## src/rtl/cpps_pkg.sv

```systemverilog
// constants and types for the configuration pin sharing block
// Summary of operation
// - master flash mode: commands and data leave on lane 0; lane 0 in wider modes
// - master flash mode: serial input arrives on lane 1; lane 1 in wider modes
// - master lanes 2 and 3 carry data bits two and three in quad only
// - chain select output is driven only once done and configuration complete
// - chain bypass output is not provided; bypass chaining is unsupported
// - jtag shifts data in on rising tck and out on falling tck
// - test port logic is static; state holds while tck stands still
// - tms sampled on rising tck steps the tap state machine
// - tdo floats except in shift-ir and shift-dr, where it is driven
// - slave serial mode uses the shared tck pin as slave port clock
// - slave port select is active low; the spi slave answers only while low, i2c and jtag drive regardless
// - slave serial input arrives on the tdi pin; lane 0 in wider modes
// - slave read data leaves on the tdo pin; lane 1 in wider modes
// - slave lanes 2 and 3 carry data bits two and three in quad only
// - slave i2c/i3c mode uses slave lanes 2 and 3 as scl and sda
// - keep-after-boot bits decide which ports keep their role in user mode
// - kept master group: quad keeps four lanes, serial and dual keep two
// - kept slave group: quad keeps four lanes, serial and dual keep two
// - jtag role in user mode follows the jtag enable pin only
package cpps_pkg;

  typedef logic [3:0] cpps_lane_t;
  typedef logic [3:0] cpps_ir_t;

  localparam int unsigned CPPS_D0 = 0;
  localparam int unsigned CPPS_D1 = 1;
  localparam int unsigned CPPS_D2 = 2;
  localparam int unsigned CPPS_D3 = 3;

  localparam cpps_ir_t CPPS_IR_CAPTURE = 4'h1;
  localparam cpps_ir_t CPPS_IR_BYPASS  = 4'hf;

  typedef enum logic [3:0] {
    CPPS_MODE_NONE   = 4'h0,
    CPPS_MSTR_SERIAL = 4'h1,
    CPPS_MSTR_DUAL   = 4'h2,
    CPPS_MSTR_QUAD   = 4'h3,
    CPPS_SLV_SERIAL  = 4'h4,
    CPPS_SLV_DUAL    = 4'h5,
    CPPS_SLV_QUAD    = 4'h6,
    CPPS_SLV_I2C     = 4'h7
  } cpps_mode_e;

  typedef enum logic [1:0] {
    CPPS_W_OFF    = 2'h0,
    CPPS_W_SERIAL = 2'h1,
    CPPS_W_DUAL   = 2'h2,
    CPPS_W_QUAD   = 2'h3
  } cpps_width_e;

  typedef enum logic [3:0] {
    CPPS_TAP_TLR  = 4'h0, CPPS_TAP_RTI  = 4'h1, CPPS_TAP_SDRS = 4'h2,
    CPPS_TAP_CDR  = 4'h3, CPPS_TAP_SDR  = 4'h4, CPPS_TAP_E1DR = 4'h5,
    CPPS_TAP_PDR  = 4'h6, CPPS_TAP_E2DR = 4'h7, CPPS_TAP_UDR  = 4'h8,
    CPPS_TAP_SIRS = 4'h9, CPPS_TAP_CIR  = 4'ha, CPPS_TAP_SIR  = 4'hb,
    CPPS_TAP_E1IR = 4'hc, CPPS_TAP_PIR  = 4'hd, CPPS_TAP_E2IR = 4'he,
    CPPS_TAP_UIR  = 4'hf
  } cpps_tap_e;

  typedef struct packed {
    cpps_width_e master;
    cpps_width_e slave_spi;
    logic        i2c;
  } cpps_keep_s;

  typedef struct packed {
    logic       tck_s1, tck_s2, tck_d;
    logic       sel_s1, sel_s2, jen_s1, jen_s2;
    cpps_lane_t sl_s1, sl_s2, ml_s1, ml_s2;
    cpps_tap_e  tap;
    cpps_ir_t   ir, ir_sh;
    logic       dr_sh, tdo, tdo_en;
    cpps_lane_t slv_din, sl_o, sl_oe_n, ml_o, ml_oe_n, mst_din;
    logic       m_clk, m_clk_oe_n, m_sel, m_sel_oe_n;
    logic       chain, chain_oe_n, scl, sda;
  } cpps_state_s;

  localparam cpps_state_s CPPS_ST_RST = '{
    tap: CPPS_TAP_TLR, ir: CPPS_IR_BYPASS, sel_s1: 1'b1, sel_s2: 1'b1,
    sl_oe_n: 4'hf, ml_oe_n: 4'hf, m_clk_oe_n: 1'b1, m_sel: 1'b1,
    m_sel_oe_n: 1'b1, chain: 1'b1, chain_oe_n: 1'b1, scl: 1'b1, sda: 1'b1,
    default: '0};

endpackage : cpps_pkg

```

## src/rtl/cpps_top.sv

```systemverilog
// configuration pin sharing: master flash, jtag, slave serial and i2c pins
`timescale 1ns/1ps
`default_nettype none
module cpps_top (
  input  wire logic                  mclk_i,
  input  wire logic                  rst_i,
  input  wire cpps_pkg::cpps_mode_e  cfg_mode_i,
  input  wire logic                  user_mode_i,
  input  wire cpps_pkg::cpps_keep_s  keep_after_boot_bits_i,
  input  wire logic                  done_bit_i,
  input  wire logic                  cfg_complete_i,
  input  wire logic                  jtag_en_pin_i,
  input  wire logic                  mst_clk_i,
  input  wire logic                  mst_sel_n_i,
  input  wire cpps_pkg::cpps_lane_t  mst_dout_i,
  input  wire cpps_pkg::cpps_lane_t  mst_doe_i,
  output logic [3:0]                 mst_din_o,
  output logic                       master_clk_o,
  output logic                       master_clk_oe_n_o,
  output logic                       master_flash_select_n_o,
  output logic                       master_flash_select_oe_n_o,
  input  wire cpps_pkg::cpps_lane_t  master_lane_i,
  output logic [3:0]                 master_lane_o,
  output logic [3:0]                 master_lane_oe_n_o,
  output logic                       chain_select_out_o,
  output logic                       chain_select_oe_n_o,
  input  wire logic                  slave_port_clock_i,
  input  wire logic                  slave_port_select_n_i,
  input  wire cpps_pkg::cpps_lane_t  slave_lane_i,
  output logic [3:0]                 slave_lane_o,
  output logic [3:0]                 slave_lane_oe_n_o,
  output logic                       slv_clk_rise_o,
  output logic                       slv_clk_fall_o,
  output logic                       slv_sel_o,
  output logic [3:0]                 slv_din_o,
  input  wire cpps_pkg::cpps_lane_t  slv_dout_i,
  input  wire cpps_pkg::cpps_lane_t  slv_doe_i,
  output logic                       i2c_active_o,
  output logic                       i2c_scl_o,
  output logic                       i2c_sda_o,
  input  wire logic                  i2c_scl_hold_i,
  input  wire logic                  i2c_sda_pull_i,
  output cpps_pkg::cpps_tap_e        tap_state_o,
  output logic [3:0]                 jtag_ir_o,
  output logic                       jtag_active_o
);

  // ****************************************
  // mode decode
  // ****************************************
  function automatic cpps_pkg::cpps_width_e mode_width(input cpps_pkg::cpps_mode_e m,
                                                       input logic slave);
    cpps_pkg::cpps_width_e w;
    w = cpps_pkg::CPPS_W_OFF;
    case (m)
      cpps_pkg::CPPS_MSTR_SERIAL: w = slave ? cpps_pkg::CPPS_W_OFF : cpps_pkg::CPPS_W_SERIAL;
      cpps_pkg::CPPS_MSTR_DUAL:   w = slave ? cpps_pkg::CPPS_W_OFF : cpps_pkg::CPPS_W_DUAL;
      cpps_pkg::CPPS_MSTR_QUAD:   w = slave ? cpps_pkg::CPPS_W_OFF : cpps_pkg::CPPS_W_QUAD;
      cpps_pkg::CPPS_SLV_SERIAL:  w = slave ? cpps_pkg::CPPS_W_SERIAL : cpps_pkg::CPPS_W_OFF;
      cpps_pkg::CPPS_SLV_DUAL:    w = slave ? cpps_pkg::CPPS_W_DUAL : cpps_pkg::CPPS_W_OFF;
      cpps_pkg::CPPS_SLV_QUAD:    w = slave ? cpps_pkg::CPPS_W_QUAD : cpps_pkg::CPPS_W_OFF;
      default:                    w = cpps_pkg::CPPS_W_OFF;
    endcase
    return w;
  endfunction : mode_width

  cpps_pkg::cpps_state_s st_ff;
  cpps_pkg::cpps_state_s nxt_st;

  cpps_pkg::cpps_width_e mst_w;
  cpps_pkg::cpps_width_e slv_w;
  logic                  jtag_act;
  logic                  i2c_act;
  logic                  tck_rise;
  logic                  tck_fall;
  logic                  slv_sel;
  logic                  tap_shift;

  always_comb begin
    jtag_act = st_ff.jen_s2;
    mst_w    = user_mode_i ? keep_after_boot_bits_i.master
                           : mode_width(cfg_mode_i, 1'b0);
    slv_w    = jtag_act ? cpps_pkg::CPPS_W_OFF
             : (user_mode_i ? keep_after_boot_bits_i.slave_spi
                            : mode_width(cfg_mode_i, 1'b1));
    i2c_act  = !jtag_act && (slv_w != cpps_pkg::CPPS_W_QUAD)
             && (user_mode_i ? keep_after_boot_bits_i.i2c
                             : (cfg_mode_i == cpps_pkg::CPPS_SLV_I2C));
    tck_rise = st_ff.tck_s2 && !st_ff.tck_d;
    tck_fall = !st_ff.tck_s2 && st_ff.tck_d;
    slv_sel  = (slv_w != cpps_pkg::CPPS_W_OFF) && !st_ff.sel_s2;
    tap_shift = (st_ff.tap == cpps_pkg::CPPS_TAP_SIR) || (st_ff.tap == cpps_pkg::CPPS_TAP_SDR);
  end

  // ****************************************
  // next state
  // ****************************************
  always_comb begin
    nxt_st = st_ff;
    nxt_st.tck_s1 = slave_port_clock_i;
    nxt_st.tck_s2 = st_ff.tck_s1;
    nxt_st.tck_d  = st_ff.tck_s2;
    nxt_st.sel_s1 = slave_port_select_n_i;
    nxt_st.sel_s2 = st_ff.sel_s1;
    nxt_st.jen_s1 = jtag_en_pin_i;
    nxt_st.jen_s2 = st_ff.jen_s1;
    nxt_st.sl_s1  = slave_lane_i;
    nxt_st.sl_s2  = st_ff.sl_s1;
    nxt_st.ml_s1  = master_lane_i;
    nxt_st.ml_s2  = st_ff.ml_s1;

    // tap: acts only on a detected tck edge, so a stopped clock holds all
    if (jtag_act && tck_rise) begin
      case (st_ff.tap)
        cpps_pkg::CPPS_TAP_TLR: nxt_st.ir = cpps_pkg::CPPS_IR_BYPASS;
        cpps_pkg::CPPS_TAP_CIR: nxt_st.ir_sh = cpps_pkg::CPPS_IR_CAPTURE;
        cpps_pkg::CPPS_TAP_SIR:
          nxt_st.ir_sh = {st_ff.sl_s2[cpps_pkg::CPPS_D0], st_ff.ir_sh[3:1]};
        cpps_pkg::CPPS_TAP_UIR: nxt_st.ir = st_ff.ir_sh;
        cpps_pkg::CPPS_TAP_CDR: nxt_st.dr_sh = 1'b0;
        cpps_pkg::CPPS_TAP_SDR: nxt_st.dr_sh = st_ff.sl_s2[cpps_pkg::CPPS_D0];
        default: nxt_st.dr_sh = st_ff.dr_sh;
      endcase
      case (st_ff.tap)
        cpps_pkg::CPPS_TAP_TLR:
          nxt_st.tap = st_ff.sel_s2 ? cpps_pkg::CPPS_TAP_TLR : cpps_pkg::CPPS_TAP_RTI;
        cpps_pkg::CPPS_TAP_RTI, cpps_pkg::CPPS_TAP_UDR, cpps_pkg::CPPS_TAP_UIR:
          nxt_st.tap = st_ff.sel_s2 ? cpps_pkg::CPPS_TAP_SDRS : cpps_pkg::CPPS_TAP_RTI;
        cpps_pkg::CPPS_TAP_SDRS:
          nxt_st.tap = st_ff.sel_s2 ? cpps_pkg::CPPS_TAP_SIRS : cpps_pkg::CPPS_TAP_CDR;
        cpps_pkg::CPPS_TAP_CDR, cpps_pkg::CPPS_TAP_SDR, cpps_pkg::CPPS_TAP_E2DR:
          nxt_st.tap = st_ff.sel_s2 ? cpps_pkg::CPPS_TAP_E1DR : cpps_pkg::CPPS_TAP_SDR;
        cpps_pkg::CPPS_TAP_E1DR:
          nxt_st.tap = st_ff.sel_s2 ? cpps_pkg::CPPS_TAP_UDR : cpps_pkg::CPPS_TAP_PDR;
        cpps_pkg::CPPS_TAP_PDR:
          nxt_st.tap = st_ff.sel_s2 ? cpps_pkg::CPPS_TAP_E2DR : cpps_pkg::CPPS_TAP_PDR;
        cpps_pkg::CPPS_TAP_SIRS:
          nxt_st.tap = st_ff.sel_s2 ? cpps_pkg::CPPS_TAP_TLR : cpps_pkg::CPPS_TAP_CIR;
        cpps_pkg::CPPS_TAP_CIR, cpps_pkg::CPPS_TAP_SIR, cpps_pkg::CPPS_TAP_E2IR:
          nxt_st.tap = st_ff.sel_s2 ? cpps_pkg::CPPS_TAP_E1IR : cpps_pkg::CPPS_TAP_SIR;
        cpps_pkg::CPPS_TAP_E1IR:
          nxt_st.tap = st_ff.sel_s2 ? cpps_pkg::CPPS_TAP_UIR : cpps_pkg::CPPS_TAP_PIR;
        cpps_pkg::CPPS_TAP_PIR:
          nxt_st.tap = st_ff.sel_s2 ? cpps_pkg::CPPS_TAP_E2IR : cpps_pkg::CPPS_TAP_PIR;
        default: nxt_st.tap = cpps_pkg::CPPS_TAP_TLR;
      endcase
    end
    if (jtag_act && tck_fall) begin
      nxt_st.tdo    = (st_ff.tap == cpps_pkg::CPPS_TAP_SIR) ? st_ff.ir_sh[0] : st_ff.dr_sh;
      nxt_st.tdo_en = tap_shift;
    end
    if (!jtag_act) begin
      nxt_st.tdo_en = 1'b0;
    end

    // slave serial: capture on rising, present on falling clock
    if (slv_sel && tck_rise) begin
      nxt_st.slv_din = st_ff.sl_s2;
    end
    nxt_st.sl_oe_n = 4'hf;
    if (slv_sel && tck_fall) begin
      nxt_st.sl_o = slv_dout_i;
    end
    if (jtag_act) begin
      nxt_st.sl_o[cpps_pkg::CPPS_D1]    = nxt_st.tdo;
      nxt_st.sl_oe_n[cpps_pkg::CPPS_D1] = !nxt_st.tdo_en;
    end else if (slv_sel) begin
      nxt_st.sl_oe_n[cpps_pkg::CPPS_D1] = (slv_w == cpps_pkg::CPPS_W_SERIAL) ? 1'b0
                                        : !slv_doe_i[cpps_pkg::CPPS_D1];
      nxt_st.sl_oe_n[cpps_pkg::CPPS_D0] = (slv_w == cpps_pkg::CPPS_W_SERIAL)
                                        || !slv_doe_i[cpps_pkg::CPPS_D0];
      if (slv_w == cpps_pkg::CPPS_W_QUAD) begin
        nxt_st.sl_oe_n[cpps_pkg::CPPS_D2] = !slv_doe_i[cpps_pkg::CPPS_D2];
        nxt_st.sl_oe_n[cpps_pkg::CPPS_D3] = !slv_doe_i[cpps_pkg::CPPS_D3];
      end
    end
    if (i2c_act) begin
      nxt_st.sl_o[cpps_pkg::CPPS_D2]    = 1'b0;
      nxt_st.sl_o[cpps_pkg::CPPS_D3]    = 1'b0;
      nxt_st.sl_oe_n[cpps_pkg::CPPS_D2] = !i2c_scl_hold_i;
      nxt_st.sl_oe_n[cpps_pkg::CPPS_D3] = !i2c_sda_pull_i;
    end
    nxt_st.scl = i2c_act ? st_ff.sl_s2[cpps_pkg::CPPS_D2] : 1'b1;
    nxt_st.sda = i2c_act ? st_ff.sl_s2[cpps_pkg::CPPS_D3] : 1'b1;

    // master flash port
    nxt_st.m_clk      = mst_clk_i;
    nxt_st.m_sel      = mst_sel_n_i;
    nxt_st.m_clk_oe_n = (mst_w == cpps_pkg::CPPS_W_OFF);
    nxt_st.m_sel_oe_n = (mst_w == cpps_pkg::CPPS_W_OFF);
    nxt_st.ml_o       = mst_dout_i;
    nxt_st.ml_oe_n    = 4'hf;
    nxt_st.mst_din    = st_ff.ml_s2;
    if (mst_w == cpps_pkg::CPPS_W_SERIAL) begin
      nxt_st.ml_oe_n[cpps_pkg::CPPS_D0] = 1'b0;
    end else if (mst_w != cpps_pkg::CPPS_W_OFF) begin
      nxt_st.ml_oe_n[cpps_pkg::CPPS_D0] = !mst_doe_i[cpps_pkg::CPPS_D0];
      nxt_st.ml_oe_n[cpps_pkg::CPPS_D1] = !mst_doe_i[cpps_pkg::CPPS_D1];
      if (mst_w == cpps_pkg::CPPS_W_QUAD) begin
        nxt_st.ml_oe_n[cpps_pkg::CPPS_D2] = !mst_doe_i[cpps_pkg::CPPS_D2];
        nxt_st.ml_oe_n[cpps_pkg::CPPS_D3] = !mst_doe_i[cpps_pkg::CPPS_D3];
      end
    end
    // chain select: flow-through only; bypass data output not provided
    nxt_st.chain      = mst_sel_n_i;
    nxt_st.chain_oe_n = !(done_bit_i && cfg_complete_i);
  end

  always_ff @(posedge mclk_i or posedge rst_i) begin
    if (rst_i) begin
      st_ff <= cpps_pkg::CPPS_ST_RST;
    end else begin
      st_ff <= nxt_st;
    end
  end

  // ****************************************
  // outputs
  // ****************************************
  assign mst_din_o                  = st_ff.mst_din;
  assign master_clk_o               = st_ff.m_clk;
  assign master_clk_oe_n_o          = st_ff.m_clk_oe_n;
  assign master_flash_select_n_o    = st_ff.m_sel;
  assign master_flash_select_oe_n_o = st_ff.m_sel_oe_n;
  assign master_lane_o              = st_ff.ml_o;
  assign master_lane_oe_n_o         = st_ff.ml_oe_n;
  assign chain_select_out_o         = st_ff.chain;
  assign chain_select_oe_n_o        = st_ff.chain_oe_n;
  assign slave_lane_o               = st_ff.sl_o;
  assign slave_lane_oe_n_o          = st_ff.sl_oe_n;
  assign slv_clk_rise_o             = slv_sel && tck_rise;
  assign slv_clk_fall_o             = slv_sel && tck_fall;
  assign slv_sel_o                  = slv_sel;
  assign slv_din_o                  = st_ff.slv_din;
  assign i2c_active_o               = i2c_act;
  assign i2c_scl_o                  = st_ff.scl;
  assign i2c_sda_o                  = st_ff.sda;
  assign tap_state_o                = st_ff.tap;
  assign jtag_ir_o                  = st_ff.ir;
  assign jtag_active_o              = jtag_act;
endmodule : cpps_top
`default_nettype wire

```

## config.mk

```make
export PLATFORM = sky130hd
export DESIGN_NAME = cpps_top
export DESIGN_NICKNAME = d
export VERILOG_FILES = /design/src/rtl/cpps_pkg.sv /design/src/rtl/cpps_top.sv
export SDC_FILE = /design/constraint.sdc
export NUM_CORES = 1
export LEC_CHECK = 0
export BUFFER_PORTS_ARGS = -buffer_cell sky130_fd_sc_hd__buf_4
export CAP_MARGIN = 40
export CORE_ASPECT_RATIO = 1.4
export CORE_MARGIN = 2
export CORE_UTILIZATION = 40
export DETAILED_ROUTE_END_ITERATION = 10
export PLACE_DENSITY = 0.76
export SETUP_SLACK_MARGIN = 0.1
export SYNTH_ARGS = -nofsm -noshare
export SYNTH_HDL_FRONTEND = slang
export SYNTH_SLANG_ARGS = --single-unit
```

## constraint.sdc

```tcl
create_clock -name mclk_i -period 2.45 [get_ports mclk_i]
set_input_delay 0.3675 -clock mclk_i [delete_from_list [all_inputs] [get_ports mclk_i]]
set_output_delay 0.3675 -clock mclk_i [all_outputs]
set_load 0.03 [all_outputs]
```

After elaboration in Yosys (flattened, before gate mapping)
Cells that the tools add are included.

storage, ports and cells
  bits in registers = 68
  bits of input ports = 45
  output and inout bits = 45
  word-level logic and storage cells = 140

cells by class
  equality and inequality tests = 27
  mux-type cells = 39
  reduce and logical (&&, ||, !) cells = 43

operator list
  kind                count
  $pmux 4 s10         1
  $eq 4x3->1 const B  8
  $eq 4x4->1 const B  8
  $mux 2              12
  $mux 4              6
  $eq 4x2->1 const B  4
  $logic_not 1->1     16
  $pmux 4 s2          2
  $reduce_bool 2->1   7
  $mux 1              13
  $pmux 2 s3          2
  $logic_and 1x1->1   10
  $reduce_or 3->1     3
  $eq 4x1->1 const B  2
  $mux 3              2
  $reduce_and 2->1    3
  $eq 2x1->1 const B  2
  $eq 2x2->1 const B  2
  $logic_not 4->1     1
  $logic_not 2->1     1
  $logic_or 1x1->1    2
  $ne 2x2->1 const B  1
  $pmux 1 s2          1

Logic depth before layout (Yosys ltp)
  depth in word-level cells = 9
  depth in mapped cells = 7
  gate-level depth less buffers = 5

Worst setup path before layout
OpenSTA, ideal clock, no wires.

  kind = reg2out
  start point = register st_ff (netlist bit jtag_active_o)
  end point = output port i2c_active_o
  arrival = 2.202 ns
  required time = 2.082 ns
  setup slack = -0.119 ns
  cell stages (with the launch flop) = 5
  path buffers = 1
  cell sequence = dfrtp_1 clkbuf_2 inv_1 a32o_2 a211oi_1

on the way
  cells in the longest elaborated chain, start to end = 4
  elaborated cells on any way between the ends = 5
  classes of those cells = eq/ne: 1; mux: 1; reduce/logical: 3

ends and longest elaborated chain
  element                 line             RTL
  from (decl)             cpps_top.sv:67   cpps_pkg::cpps_state_s st_ff;
  from (signal assigned)  cpps_top.sv:211  st_ff <= cpps_pkg::CPPS_ST_RST;
  from (signal assigned)  cpps_top.sv:213  st_ff <= nxt_st;
  $mux 2                  cpps_top.sv:83   slv_w = jtag_act ? cpps_pkg::CPPS_W_OFF
  $ne 2x2->1              cpps_top.sv:86   i2c_act = !jtag_act && (slv_w != cpps_pkg::CPPS_W_QUAD)
  $logic_and 1x1->1 *     cpps_top.sv:86
  $logic_and 1x1->1 *     cpps_top.sv:87   && (user_mode_i ? keep_after_boot_bits_i.i2c
  to (decl)               cpps_top.sv:38   output logic i2c_active_o,

Mark *: on every way between the ends. The rest lies on a longest branch, timed or not.

Worst setup path after layout
  start point = register st_ff (netlist bit jtag_active_o)
  end point = output port slv_clk_rise_o

on the way
  cells in the longest elaborated chain, start to end = 4

ends and longest elaborated chain
  element            line             RTL
  $mux 2             cpps_top.sv:83
  $reduce_bool 2->1  cpps_top.sv:91   slv_sel = (slv_w != cpps_pkg::CPPS_W_OFF) && !st_ff.sel_s2;
  $logic_and 1x1->1  cpps_top.sv:91
  $logic_and 1x1->1  cpps_top.sv:231  assign slv_clk_rise_o = slv_sel && tck_rise;
  to (decl)          cpps_top.sv:32   output logic slv_clk_rise_o,

Every way passes these cells.

==> results.md <==
- CTS tree: done
- Maximum number of pins on one net before global-route repair: 33
- Overflow after GRT: 0
- Distinct cells, synth: 45
- Final core occ: 0.5283
- CP Capture Type: output port
- Post-DRT Antenna Nets: 0
- Reg2reg start: jtag_active_o
- Sequential fraction of the synthesis area: 0.6118
- GR peak layer: met2
- Total of max-cap violations: 0
- Power Density: 842.1 nW/um^2
- Reg2reg end: slave_lane_o[1]
- Startpoint Class: flip-flop
- Final hold vios: 0
- Vias: 1924
- Post-synth top cells: 49 x dfrtp_1, 34 x buf_4, 19 x dfstp_2
- GRT Total Usage: 0.1450
- Final GP Congestion: 0.7743
- Critical path type: flip-flop to output port
- Clk_skew: 0.002888 ns
- Max Slew Vio Count: 0
- Most common flop cell mapped by yosys: dfrtp_1
- Hold path start: mst_dout_i[2]
- TNS Setup: 0 ns
- Outcome: finished clean
- Post-Syn Area: 2820 sq um
- Synth Instances: 231
- WP data arrival: 1.89 ns
- Worst EP required: 2.08 ns
- Slew @ Worst Pin: 0.5665 ns
- Share of cells above drive strength 1: 0.5033
- Die width: 74.97 um
- Synth top area cells: dfrtp_1 43%, dfstp_2 18%, buf_4 9.1%, mux2_2 2.8%, a21oi_1 2.1%
- Initial antenna violation count: 0
- Fin crit share: 0.9210
- First-pass GRT wire length: 8314 um
- Area share of the largest cell type after synthesis: 0.4348
- Clock sink count: 68
- Die area: 7748 sq um
- CP max stage cell: dfrtp_2
- Hold Path Sink: master_lane_o[2]
- Final WL: 5522 um
- Async set or reset register ratio after synthesis: 1.000
- Worst Path Buf+Inv: 1
- R2R depth: 6
- Net count after synthesis: 276
- Vias per Instance: 4.822
- Met2 Usage GRT: 0.2348
- Number of CTS-inserted buffers: 9
- IO Count: 90
- CP Max Fanout: 8
- Yosys top cell by area: dfrtp_1
- EDFF count, synth: 0
- Area Growth Syn to Fin: 29.10%
- GR Util met3: 0.02519
- Yosys warnings: 0
- Clock root cell: clkbuf_8
- Hpwl dp: 3953 um
- Crit path time final: 2.256 ns
- Peak VDD IR: 0.6119 mV
- PortBufs: 89
- P_leak: 1.672 nW
- Max Root-Sink Buffers: 2
- Routed WL per cell: 13.84 um
- Die height: 103.4 um
- Critical path's top delay family: simple AND/OR/NAND/NOR gates
- Hold path cells: 1
- Worst-path clk slew: 0.08 ns
- Most common cell in the netlist: dfrtp_1
- DRT iter0 DRCs: 101
- Final setup violation count: 0
- Worst hold-check path type: primary input to flip-flop
- H-Tree Depth: 3
- Relative slew slack: 0.6223
- Syn_area_per_cell: 12.21 sq um
- DRC: 0
- Levels on crit path: 5
- Worst skew pair latency: 0.34 ns
- Antenna Cells: 0
- Starting Density: 0.4092
- Core ar.: 6892 sq um
- CP cell instances: nor4b_2 > a32o_2 > nor2_2 > nor4b_4 > buf_6
- Max Clock Freq: 443.2 MHz
- Max incr delay on CP: 0.47 ns
- FF+latch count, synth: 68
- First-pass DRT Iterations: 4
- Grt met1 use: 0.1774
- Nets: 344
- Rows: 36
- Vias in the first global route: 1772
- Flop-to-flop setup slack: 0.41 ns
- RSZ-0062 raised after global routing: no
==> worst max-delay path by stage <==
stage	start	slack (ns)	to
4_1_cts	jtag_active_o	0.07	i2c_active_o
3_3_place_gp	cfg_mode_i[0]	0.20	slv_clk_rise_o
2_1_floorplan	jtag_active_o	0.10	slv_din_o[0]
5_1_grt	jtag_active_o	0.1	slv_clk_fall_o
6_report	jtag_active_o	0.19	slv_clk_rise_o
3_5_place_dp	cfg_mode_i[0]	0.19	slv_clk_rise_o
==> cells by family (layout without fill, tap and decap cells) <==
kind of cell | count (synthesis) | in the layout | share of synthesized area
AO/OA/AOI/OAI | 47 | 47 | 0.1176
XOR/XNOR | 1 | 1 | 0.003106
buffers and inverters | 54 | 127 | 0.1202
flip-flops | 68 | 68 | 0.6118
AND/OR/NAND/NOR | 49 | 49 | 0.1012
multiplexers | 12 | 12 | 0.04614
==> layout make-up <==
cell class | instances | area [sq um]
inverters | 11 | 41.29
clock buffers | 9 | 123.9
multi-input cells | 109 | 774.5
repair buffers | 100 | 757.0
fillers | 592 | 3251
flip-flops and latches | 68 | 1727
clock inverters | 7 | 98.84
well taps | 95 | 118.9
==> worst register-to-register path: cells and delay by family, from the launching register on <==
kind | cells | cell delay (ns)
DFF | 1 | 0.46
AOI/OAI and AO/OA | 2 | 0.56
muxes | 2 | 0.62
buffers and inverters | 2 | 0.29
==> sequential cells by signal, summed over array words and instances, names as in the netlist <==
| name | flops |
|---|---|
| i2c_sda_o | 1 |
| slave_lane_oe_n_o | 4 |
| chain_select_oe_n_o | 1 |
| chain_select_out_o | 1 |
| slave_lane_o | 4 |
| tap_state_o | 4 |
| nxt_st | 16 |
| st_ff | 13 |
| jtag_active_o | 1 |
| i2c_scl_o | 1 |
| master_clk_o | 1 |
| jtag_ir_o | 4 |
| master_flash_select_oe_n_o | 1 |
| master_lane_o | 4 |
| master_lane_oe_n_o | 4 |
| slv_din_o | 4 |
| mst_din_o | 4 |
==> cell usage in the layout, fill, tap and decap left out, drive strengths merged, types with 4 or more instances in the layout <==
master  count
mux2        8
o21ai      11
o22a        4
a21oi      13
clkbuf      9
buf        99
nand3       7
mux2i       4
inv        13
dfrtp      49
nor2       11
dfstp      19
nand2      11
nor4b       4
==> repair_timing <==
item                                    in CTS  in global routing
pin swaps                                    2                  2
hold buffers                                 1                  0
endpoints found under the hold margin        5                  0
cloned                                       0                  0
gates resized for setup                      1                  2
endpoints found under the setup margin       2                  3
setup buffers                                3                  3
==> where the power goes <==
| group | leakage (nW) | internal, mW | switching, mW | total, mW |
|---|---|---|---|---|
| Clock | 0.110 | 0.579 | 0.439 | 1.02 |
| Combinational | 0.779 | 0.284 | 0.386 | 0.670 |
| Sequential | 0.784 | 1.27 | 0.111 | 1.38 |
==> through the flow <==
step	power [mW]	instance area (sq um)	std cells	worst slack (ns)	hold WS, ns
2_1_floorplan	1.910	2829	231	0.1031	0.3311
3_3_place_gp	2.045	3346	376	0.1961	0.2914
3_5_place_dp	2.064	3346	376	0.1869	0.2921
4_1_cts	3.099	3607	396	0.06604	0.1099
5_1_grt	3.218	3641	399	0.09606	0.1006
6_report	3.066	3641	399	0.1935	0.1270
==> per-layer routing <==
| layer | share of wire | vias to the layer above |
|---|---|---|
| li1 | - | 902 |
| met5 | 0 | - |
| met1 | 0.37 | 931 |
| met2 | 0.54 | 78 |
| met4 | 0.028 | 0 |
| met3 | 0.059 | 13 |
No activity file was read; power rests on OpenSTA's default activity.
